## config.mk

```make
export PLATFORM = sky130hd
export DESIGN_NAME = count_timer
export DESIGN_NICKNAME = d
export VERILOG_FILES = /design/src/hw/count_timer_pkg.sv /design/src/hw/count_timer.sv /design/src/hw/edge_arm.sv /design/src/hw/prescale_div.sv
export VERILOG_INCLUDE_DIRS = /design/src /design/src/hw
export SDC_FILE = /design/constraint.sdc
export NUM_CORES = 1
export LEC_CHECK = 0
export ABC_AREA = 1
export BUFFER_PORTS_ARGS = -buffer_cell sky130_fd_sc_hd__buf_2
export CAP_MARGIN = 0
export CORE_MARGIN = 2
export CORE_UTILIZATION = 52
export CTS_CLUSTER_DIAMETER = 60
export DETAILED_ROUTE_END_ITERATION = 8
export PLACE_DENSITY = 0.84
export SETUP_SLACK_MARGIN = 0.05
export SYNTH_ARGS = -nofsm -noshare
export SYNTH_HDL_FRONTEND = slang
export SYNTH_HIERARCHICAL = 1
export SYNTH_SLANG_ARGS = --single-unit
```

## constraint.sdc

```tcl
create_clock -name clk -period 2.7 [get_ports clk]
set_clock_uncertainty 0.2 [all_clocks]
set_input_delay 0.135 -clock clk [delete_from_list [all_inputs] [get_ports clk]]
set_output_delay 0.135 -clock clk [all_outputs]
set_load 0.1 [all_outputs]
```

## src/hw/count_timer_params.svh

```systemverilog
// register offsets, field positions and constants for the 16-bit counter
`ifndef COUNT_TIMER_PARAMS_SVH
`define COUNT_TIMER_PARAMS_SVH
`define OFS_CONTROL 4'h0
`define OFS_COUNT_LOW 4'h4
`define OFS_COUNT_HIGH 4'h8
`define OFS_IRQ 4'hC
`define BIT_WIDE 7
`define BIT_TB_UPPER 6
`define BIT_PS_HI 5
`define BIT_PS_LO 4
`define BIT_TB_LOWER 3
`define BIT_SYNC_DIS 2
`define BIT_SRC_SEL 1
`define BIT_RUN 0
`define BIT_IRQ_FLAG 0
`define BIT_IRQ_EN 1
`define CTRL_RESET 8'h00
`define COUNT_MAX 16'hFFFF
`define COUNT_ZERO 16'h0000
`define TRIGGER_MODE 4'hB
`define INSTR_DIV 2'h3
`define UNMAPPED_READ 32'h00000000
`endif

```

## src/hw/count_timer_pkg.sv

```systemverilog
// types shared by the 16-bit counter design
package count_timer_pkg;
   typedef enum logic [1:0] {
      EDGE_WAIT_FALL = 2'b00,
      EDGE_ARMED = 2'b01
   } edge_state_t;
   typedef logic [15:0] count_t;
endpackage : count_timer_pkg

```

## src/hw/count_timer.sv

```systemverilog
// 16-bit timer/counter with Avalon-MM register slave
//
// Notes on behaviour
// - count 0000h to FFFFh, wrap to zero
// - wrap latches flag; irq needs enable
// - bit 7 selects 16-bit or byte access
// - bits 6,3 pick compare unit time base
// - bits 5-4 prescale 1,2,4,8
// - bit 2 unsynced external only, else ignored
// - external source; count after first fall
// - internal clock is instruction cycle rate
// - external counts input or oscillator edges
// - bit 0 runs or stops counter
// - oscillator enable makes oscillator usable
// - oscillator enabled forces its pins input
// - trigger mode 1011 clears counter
// - trigger clear never sets overflow flag
// - software write beats trigger clear
// - compare value acts as period
// - power-on clears control; others keep
// - count bytes kept across other resets
// - low read latches high; low write loads
// - only low write clears prescaler
//
// Chosen here: the register addresses and the Avalon-MM slave port.
`timescale 1ns/1ps
`include "count_timer_params.svh"
module count_timer (
   input wire logic clk,
   input wire logic reset,
   input wire logic [3:0] address,
   input wire logic read,
   input wire logic write,
   input wire logic [31:0] writedata,
   output logic [31:0] readdata,
   output logic waitrequest,
   input wire logic externalCountInput,
   input wire logic lowPowerOscClock,
   input wire logic lowPowerOscEnable,
   input wire logic [1:0] portDirectionBits,
   output logic [1:0] oscPinsInput,
   input wire logic triggerPulse,
   input wire logic [3:0] compareModeSelect,
   output logic [15:0] countValue,
   output logic overflowIrq,
   output logic unit1UsesThis,
   output logic unit2UsesThis
);
   logic [7:0] control_q;
   count_timer_pkg::count_t count_q;
   logic [7:0] highBuffer_q;
   logic flag_q;
   logic irqEnable_q;
   logic [1:0] instrDiv_q;
   logic extSync1_q;
   logic extSync2_q;
   logic ack_q;
   logic [31:0] readdata_q;
   logic [1:0] countKnown_q;
   logic wideMode;
   logic srcExternal;
   logic runBit;
   logic extRaw;
   logic extLevel;
   logic extRise;
   logic instrTick;
   logic countTick;
   logic advance;
   logic access;
   logic wrLow;
   logic wrHigh;
   logic rdLow;
   logic swWrite;
   logic trigClear;
   logic wrap;
   logic flagSet;
   logic flagClear;

   function automatic logic hit(input logic [3:0] addr, input logic [3:0] ofs);
      hit = addr == ofs;
   endfunction : hit

   assign wideMode = control_q[`BIT_WIDE];
   assign srcExternal = control_q[`BIT_SRC_SEL];
   assign runBit = control_q[`BIT_RUN];

   // one-cycle wait then acknowledge each access
   assign access = (read || write) && !ack_q;
   assign waitrequest = (read || write) && !ack_q;
   assign wrLow = write && ack_q && hit(address, `OFS_COUNT_LOW);
   assign wrHigh = write && ack_q && hit(address, `OFS_COUNT_HIGH);
   // latch the high byte at the same edge that captures the low byte
   assign rdLow = read && !ack_q && hit(address, `OFS_COUNT_LOW);
   assign swWrite = wrLow || (wrHigh && !wideMode);
   assign readdata = readdata_q;

   always_ff @(posedge clk or posedge reset) begin
      if (reset) begin
         ack_q <= 1'b0;
      end else begin
         ack_q <= access;
      end
   end

   always_ff @(posedge clk or posedge reset) begin
      if (reset) begin
         readdata_q <= `UNMAPPED_READ;
      end else if (read && !ack_q) begin
         unique case (address)
            `OFS_CONTROL: readdata_q <= {24'h000000, control_q};
            `OFS_COUNT_LOW: readdata_q <= {24'h000000, count_q[7:0]};
            `OFS_COUNT_HIGH: readdata_q <= {24'h000000,
               (wideMode ? highBuffer_q : count_q[15:8])};
            `OFS_IRQ: readdata_q <= {30'h00000000, irqEnable_q, flag_q};
            default: readdata_q <= `UNMAPPED_READ;
         endcase
      end
   end

   // only the power-on reset input clears control
   always_ff @(posedge clk or posedge reset) begin
      if (reset) begin
         control_q <= `CTRL_RESET;
      end else if (write && ack_q && hit(address, `OFS_CONTROL)) begin
         control_q <= writedata[7:0];
      end
   end

   // high-byte buffer, written in wide mode, loaded by low read
   always_ff @(posedge clk or posedge reset) begin
      if (reset) begin
         highBuffer_q <= 8'h00;
      end else if (wideMode && wrHigh) begin
         highBuffer_q <= writedata[7:0];
      end else if (wideMode && rdLow) begin
         highBuffer_q <= count_q[15:8];
      end
   end

   // instruction cycle: one tick every four core clocks
   always_ff @(posedge clk or posedge reset) begin
      if (reset) begin
         instrDiv_q <= 2'h0;
      end else begin
         instrDiv_q <= instrDiv_q + 2'h1;
      end
   end
   assign instrTick = instrDiv_q == `INSTR_DIV;

   // external source: oscillator when enabled, else the count input
   assign extRaw = lowPowerOscEnable ? lowPowerOscClock : externalCountInput;
   assign oscPinsInput = lowPowerOscEnable ? 2'b11 : portDirectionBits;

   always_ff @(posedge clk or posedge reset) begin
      if (reset) begin
         extSync1_q <= 1'b0;
         extSync2_q <= 1'b0;
      end else begin
         extSync1_q <= extRaw;
         extSync2_q <= extSync1_q;
      end
   end
   // unsynchronised path takes the raw level; ignored for internal source
   assign extLevel = control_q[`BIT_SYNC_DIS] ? extRaw : extSync2_q;

   edge_arm u_edge (
      .clk(clk),
      .reset(reset),
      .enable(srcExternal && runBit),
      .level(extLevel),
      .risePulse(extRise)
   );

   assign countTick = runBit && (srcExternal ? extRise : instrTick);

   prescale_div u_prescale (
      .clk(clk),
      .reset(reset),
      .tick(countTick),
      .clear(wrLow),
      .select(control_q[`BIT_PS_HI:`BIT_PS_LO]),
      .advance(advance)
   );

   // trigger from a compare unit in special-event mode
   assign trigClear = triggerPulse && compareModeSelect == `TRIGGER_MODE;
   assign wrap = advance && count_q == `COUNT_MAX && !swWrite && !trigClear;

   // count bytes are not touched by reset: undefined at power-on, kept otherwise
   always_ff @(posedge clk) begin
      if (wrLow) begin
         count_q <= {(wideMode ? highBuffer_q : count_q[15:8]), writedata[7:0]};
      end else if (wrHigh && !wideMode) begin
         count_q <= {writedata[7:0], count_q[7:0]};
      end else if (trigClear) begin
         count_q <= `COUNT_ZERO;
      end else if (advance) begin
         count_q <= count_q + 16'h0001;
      end
   end

   // assertion helper: which count bytes hold defined values since reset
   always_ff @(posedge clk or posedge reset) begin
      if (reset) begin
         countKnown_q <= 2'h0;
      end else if ((trigClear && !swWrite) || (wrLow && wideMode)) begin
         countKnown_q <= 2'h3;
      end else begin
         countKnown_q <= countKnown_q | {wrHigh && !wideMode, wrLow};
      end
   end

   assign flagSet = wrap;
   assign flagClear = write && ack_q && hit(address, `OFS_IRQ) && !writedata[`BIT_IRQ_FLAG];
   always_ff @(posedge clk or posedge reset) begin
      if (reset) begin
         flag_q <= 1'b0;
      end else if (flagSet) begin
         flag_q <= 1'b1;
      end else if (flagClear) begin
         flag_q <= 1'b0;
      end
   end

   always_ff @(posedge clk or posedge reset) begin
      if (reset) begin
         irqEnable_q <= 1'b0;
      end else if (write && ack_q && hit(address, `OFS_IRQ)) begin
         irqEnable_q <= writedata[`BIT_IRQ_EN];
      end
   end

   assign overflowIrq = flag_q && irqEnable_q;
   assign countValue = count_q;
   assign unit1UsesThis = control_q[`BIT_TB_UPPER];
   assign unit2UsesThis = control_q[`BIT_TB_UPPER] || control_q[`BIT_TB_LOWER];
endmodule : count_timer

```

## src/hw/edge_arm.sv

```systemverilog
// rising-edge detector that only arms after a falling edge has been seen
`timescale 1ns/1ps
`include "count_timer_params.svh"
module edge_arm (
   input wire logic clk,
   input wire logic reset,
   input wire logic enable,
   input wire logic level,
   output logic risePulse
);
   count_timer_pkg::edge_state_t state_q;
   logic prev_q;
   always_ff @(posedge clk or posedge reset) begin
      if (reset) begin
         prev_q <= 1'b0;
      end else begin
         prev_q <= level;
      end
   end
   always_ff @(posedge clk or posedge reset) begin
      if (reset) begin
         state_q <= count_timer_pkg::EDGE_WAIT_FALL;
      end else if (!enable) begin
         state_q <= count_timer_pkg::EDGE_WAIT_FALL;
      end else begin
         unique case (state_q)
            count_timer_pkg::EDGE_WAIT_FALL: begin
               if (prev_q && !level) begin
                  state_q <= count_timer_pkg::EDGE_ARMED;
               end
            end
            count_timer_pkg::EDGE_ARMED: begin
            end
            default: state_q <= count_timer_pkg::EDGE_WAIT_FALL;
         endcase
      end
   end
   // counting starts at the first rise after a fall
   assign risePulse = enable && state_q == count_timer_pkg::EDGE_ARMED && !prev_q && level;
endmodule : edge_arm

```

## src/hw/prescale_div.sv

```systemverilog
// 1/2/4/8 prescaler producing one advance per divided tick
`timescale 1ns/1ps
`include "count_timer_params.svh"
module prescale_div (
   input wire logic clk,
   input wire logic reset,
   input wire logic tick,
   input wire logic clear,
   input wire logic [1:0] select,
   output logic advance
);
   logic [2:0] count_q;
   logic [2:0] limit;
   always_comb begin
      unique case (select)
         2'h0: limit = 3'h0;
         2'h1: limit = 3'h1;
         2'h2: limit = 3'h3;
         default: limit = 3'h7;
      endcase
   end
   assign advance = tick && count_q >= limit;
   always_ff @(posedge clk or posedge reset) begin
      if (reset) begin
         count_q <= 3'h0;
      end else if (clear) begin
         count_q <= 3'h0;
      end else if (tick) begin
         count_q <= (count_q >= limit) ? 3'h0 : count_q + 3'h1;
      end
   end
endmodule : prescale_div

```

* Yosys cells after proc, flatten, opt, wreduce, memory -nomap -nowiden
Index checks and enable logic that the tools add are counted.
** Cells by class
- Add/subtract/negate cells :: 3
- $lt $le $gt $ge :: 1
- Equal/unequal tests :: 12
- Multiplexer cells :: 21
- Reductions and logical operators :: 44
** Operator list (count)
- $mux W16 :: 4
- $pmux W8 S4 :: 1
- $logic_and A1 B1 Y1 :: 24
- $mux W8 :: 3
- $add A16 B1 Y16 const B :: 1
- $eq A16 B16 Y1 const B :: 1
- $eq A4 B4 Y1 const B :: 3
- $mux W3 :: 3
- $pmux W3 S3 :: 1
- $logic_not A1 Y1 :: 7
- $mux W2 :: 3
- $reduce_bool A2 Y1 :: 3
- $mux W1 :: 5
- $eq A2 B1 Y1 const B :: 2
- $eq A2 B2 Y1 const B :: 2
- $eq A4 B3 Y1 const B :: 1
- $logic_not A2 Y1 :: 2
- $logic_not A4 Y1 :: 1
- $ne A2 B2 Y1 const B :: 2
- $pmux W2 S2 :: 1
- $reduce_and A2 Y1 :: 2
- $reduce_bool A4 Y1 :: 1
- $add A3 B1 Y3 const B :: 1
- $ge A3 B3 Y1 :: 1
- 4 further kinds :: 6
** Word-level totals
- Register bits :: 77
- Bits of input ports :: 50
- Output and inout bits :: 54
- Word-level logic and storage cells :: 95

* Logic depth before layout (Yosys ltp)
- Depth in word-level cells :: 11
- Gate-level depth with buffers :: 13
- Gate-level depth less buffers :: 13

* Hierarchy
The synthesis kept the hierarchy.
** By module, submodules not included
- count_timer :: instances 1, cells each 389, area an instance 2972.9 um^2, seq. area each 1256.2 um^2
- prescale_div :: instances 1, cells each 33, area an instance 252.7 um^2, seq. area each 75.1 um^2
- edge_arm :: instances 1, cells each 9, area an instance 78.8 um^2, seq. area each 50.0 um^2

* Least setup slack after synthesis
No wires, ideal clock.
- Path kind :: reg2reg
- From :: register count_q[0] (netlist: countValue[0])
- To :: register count_q[14] (netlist: countValue[14]), data pin
- Library setup time :: 252 ps
- Arrival time :: 2073 ps
- Data required time :: 2248 ps
- Setup slack :: 175 ps
- Stages on the path, launching flop included :: 10
- Path buffers :: 0
- Period minus slack after synthesis :: 2525 ps
- Path through :: edfxtp_1 ha_1 nand2_1 nand3b_1 nor2_4 nand2_1 nand2_1 nand2_1 nand2_1 nand2_1
** On the way
- Cells in the longest elaborated chain, start to end :: 5
** Ends and longest elaborated chain
- start: declaration :: RTL line count_timer.sv:50 : count_timer_pkg::count_t count_q;
- start signal: assignment :: RTL line count_timer.sv:192 : count_q <= {(wideMode ? highBuffer_q : count_q[15:8]), writedata[7:0]};
- start signal: assignment :: RTL line count_timer.sv:194 : count_q <= {writedata[7:0], count_q[7:0]};
- start signal: assignment :: RTL line count_timer.sv:196 : count_q <= `COUNT_ZERO;
- $add A16 B1 Y16 :: RTL line count_timer.sv:198 : count_q <= count_q + 16'h0001;
- $mux W16 :: RTL line count_timer.sv:197 : end else if (advance) begin
- $mux W16 :: RTL line count_timer.sv:195 : end else if (trigClear) begin
- $mux W16 :: RTL line count_timer.sv:193 : end else if (wrHigh && !wideMode) begin
- $mux W16 :: RTL line count_timer.sv:191 : if (wrLow) begin
No other way between the ends. The select of a mux whose other input is x is not followed.
A chain may end at the register's enable or synchronous reset.

* Worst setup path in the final report
- From :: input lowPowerOscClock
- To :: register count_q[3] (netlist: countValue[3]) (enable)
** On the way
- Cells in the longest elaborated chain, start to end :: 8
** Ends and longest elaborated chain
- start: declaration :: RTL line count_timer.sv:38 : input wire logic lowPowerOscClock,
- $mux W1 :: RTL line count_timer.sv:151 : assign extRaw = lowPowerOscEnable ? lowPowerOscClock : externalCountInput;
- $mux W1 :: RTL line count_timer.sv:164 : assign extLevel = control_q[`BIT_SYNC_DIS] ? extRaw : extSync2_q;
- named net extLevel :: RTL line count_timer.sv:64 : logic extLevel;
- $logic_and A1 B1 Y1 :: RTL line edge_arm.sv:39 : assign risePulse = enable && state_q == count_timer_pkg::EDGE_ARMED && !prev_q && level;
- named net extRise :: RTL line count_timer.sv:65 : logic extRise;
- $mux W1 :: RTL line count_timer.sv:174 : assign countTick = runBit && (srcExternal ? extRise : instrTick);
- $logic_and A1 B1 Y1 :: RTL line count_timer.sv:174
- named net countTick :: RTL line count_timer.sv:67 : logic countTick;
- $logic_and A1 B1 Y1 :: RTL line prescale_div.sv:22 : assign advance = tick && count_q >= limit;
- named net advance :: RTL line count_timer.sv:68 : logic advance;
- $reduce_bool A3 Y1 (no source line)
- $reduce_and A2 Y1 (no source line)
The timed path passes the listed nets, and every way through them passes these cells.

==> key figures <==
Run status
  – Status: finished, final reports clean

Floorplan
  – Initial Util: 52.9%
  – Core area: about 0.0062 sq mm
  – Cell row count: 29
  – IO Pins: around 100
  – Die Y: 83.7 um
  – Die W: 83.7 um
  – Die area: 0.00701 sq mm

Synth
  – Synth Register Bits: 52
  – Largest cells by area after synthesis: dfrtp_1, nand2_1, edfxtp_1
  – Synth area leader: dfrtp_1
  – Yosys top cell area share: a little over a quarter
  – Async SR Flop Fraction: 69.2%
  – YS warnings: 6
  – Post-synth EDFFs: 16
  – Yosys cell types: 37
  – Ys flop type: dfrtp_1
  – Mapped Area: 0.00330 sq mm
  – Register area share after synthesis: 41.8%
  – Synth cell count leaders: nand2_1, inv_1, dfrtp_1
  – Avg Cell Area, Syn: 7.67 sq um
  – Top-count cell post-synth: nand2_1
  – Synthesized instance count: 431

STA
  – Fin crit period: 2460 ps
  – Setup TNS Final: 0 ps
  – RSZ-0062 raised after global routing: false
  – Worst-margin pin slew: 527 ps
  – Worst setup margin: 235 ps
  – Final hold violation count: 0
  – Final period utilization: 91.3%
  – Slew headroom: 64.9%
  – FMAX: 406 MHz
  – Final setup vio count: 0
  – Slew Limit Fails: 0

Cells and area
  – Number of fillers in the final layout: ~570
  – Multi-input gate area: between 0.0015 and 0.002 sq mm
  – Area growth, synth to finish: 14.8%
  – Register area: 0.00138 sq mm
  – Share of layout cells above drive strength 1: 19.2%
  – Final nets: ~560
  – Antenna Cells: 0

Clocking
  – Num CTS Buffers: 5
  – Htree depth: 2
  – Latest clock arrival within the worst-skew pair: 320 ps
  – Post-CTS Setup Bufs: 0
  – Bufs on Longest Clock Path: 2
  – Clock root buffer master: clkbuf_8
  – TritonCTS clock tree: built
  – Clk slew on worst S/H paths: 110 ps
  – CTS Sinks: 52

GRT
  – Global-route wire length before repair: 13.0 mm
  – Initial antenna violation count: 0
  – Grt ovf: 0
  – Vias in the first global route: 2676
  – Largest net degree at the start of global routing: 32
  – Total track usage: between 20% and 30%

Route
  – Final wirelength: 8.04 mm
  – Wl on met1: 3.43 mm
  – Post-route ant nets: 0
  – DR DRC count: 0
  – Top sig layer: met4
  – Drt pass-1 iters: 7
  – Drt initial violations: approximately 310
  – Via density: between 5 and 6
  – Routed vias: around 3000
  – Drt wl/cell: 13.9 um
  – DR WL met2: 3.84 mm
  – Met3 routed WL: roughly 630 um

Placed design
  – Port Buffer Count: 55
  – DP Wirelength: approximately 6.1 mm
  – Routability cong.: 0.920
  – Pre-CTS setup slack: 260 ps

Setup path
  – Crit path top cell by count: nand2_1
  – CP Data Required Time: about 2500 ps
  – CP Capture Type: register
  – Crit path kind: input pin to register
  – Worst R2R Setup Slack: 290 ps
  – Critical path's top delay family: buffers and inverters
  – Reg-to-reg critical path startpoint: control_q[2]
  – Critical path peak fanout: 8
  – Setup crit start kind: input pin
  – CP bufs+invs: 5
  – Critical Path Start: lowPowerOscClock
  – Critical Path AT: 2280 ps
  – CP max stage cell: dlygate4sd3_1
  – Worst path cell trace: dlygate4sd3_1, buf_2, nand2_1, a31oi_1, nand3_1, nor2_1, inv_1, a21oi_1, inv_1, a21oi_1, nor2_1, nand2_1, nand2_1, inv_2
  – Crit path largest cell delay: about 530 ps

Flow run
  – Max-Cap Viols: 0

Power
  – PD cells: 668 mW/mm^2
  – Static leakage: 1.98 nW
  – VDD IR-drop max: about 0.56 mV

Worst hold path
  – Hold Path Class: input pin to async pin
==> flip-flops by register name, summed over array words and instances (netlist names), 2 cells and up <==
register            count
countValue             16
u_prescale/count_q      3
readdata                8
instrDiv_q              2
highBuffer_q            8
control_q               8
==> worst min-delay path, cell delays in order <==
cell	delay [ps]
dlygate4sd3_1	530
buf_2	130
inv_1	80
==> kinds of logic after synthesis <==
logic type / after synthesis / synth area share [%]
and+or+nand+nor: 204 / 27.8
buffers and inverters: 93 / 14.4
adders and majority gates: 6 / 2.27
xor gates and xnor gates: 8 / 2.12
DFF: 52 / 41.8
other: 1 / 0.113
AOI/OAI and AO/OA: 67 / 11.5
==> stage by stage <==
step	cell area, sq um	total power, mW	hold WS, ps	cells	utilization [%]
4_1_cts	3790	2.53	12.6	578	60.7
2_1_floorplan	3390	1.84	-324	454	-
3_3_place_gp	3530	1.95	-196	556	56.6
5_1_grt	3790	2.67	25.5	578	60.8
3_5_place_dp	3530	1.98	-194	556	56.6
6_report	3790	2.53	12.3	578	60.8
==> report_power, final <==
group	switching (mW)	total, mW	internal, mW
Clock	0.271	0.538	0.266
Combinational	0.750	0.954	0.204
Sequential	0.108	1.04	0.932
Total	1.13	2.53	1.40
==> cells in the final DEF, fill, tap and decap left out, drive strengths merged, types with 6 or more instances in the layout <==
cell type / count
o22ai: 7
dfrtp: 36
edfxtp: 16
dlygate4sd3: 14
buf: 56
nor2: 27
a21oi: 9
o21ai: 38
clkbuf: 7
o211ai: 6
nand2: 141
nand3: 20
inv: 61
xor2: 6
conb: 24
ha: 6
==> area by class of cell <==
cell class | instances | share of cell area [%]
flip-flops and latches | 52 | 36.4
clock inverters | 1 | 0.231
well taps | 77 | 2.54
inverters | 62 | 6.24
repair buffers | 70 | 11.2
multi-input cells | 309 | 40.6
clock buffers | 7 | 2.84
==> path summary, 6_finish.rpt <==
path | to | cells past startpoint
max | countValue[3] | 14
min | u_edge/prev_q | 3
max reg2reg | countValue[3] | 12
min reg2reg | extSync2_q | 0
max in group asynchronous | readdata[4] | 4
min in group clk | highBuffer_q[5] | 6
==> per-layer routing <==
| metal | track usage (%) | vias up |
|---|---|---|
| met1 | 31.3 | 1367 |
| met2 | 39.0 | 151 |
| met4 | 5.72 | 0 |
| met5 | 0 | - |
| met3 | 4.95 | 18 |
| li1 | - | 1466 |
==> what timing repair did <==
item	in CTS	in global routing
endpoints found under the setup margin	0	16
hold buffers	14	0
resized for setup	0	2
endpoints found under the hold margin	54	0
Note: power is estimated with default switching activity, not from simulation.
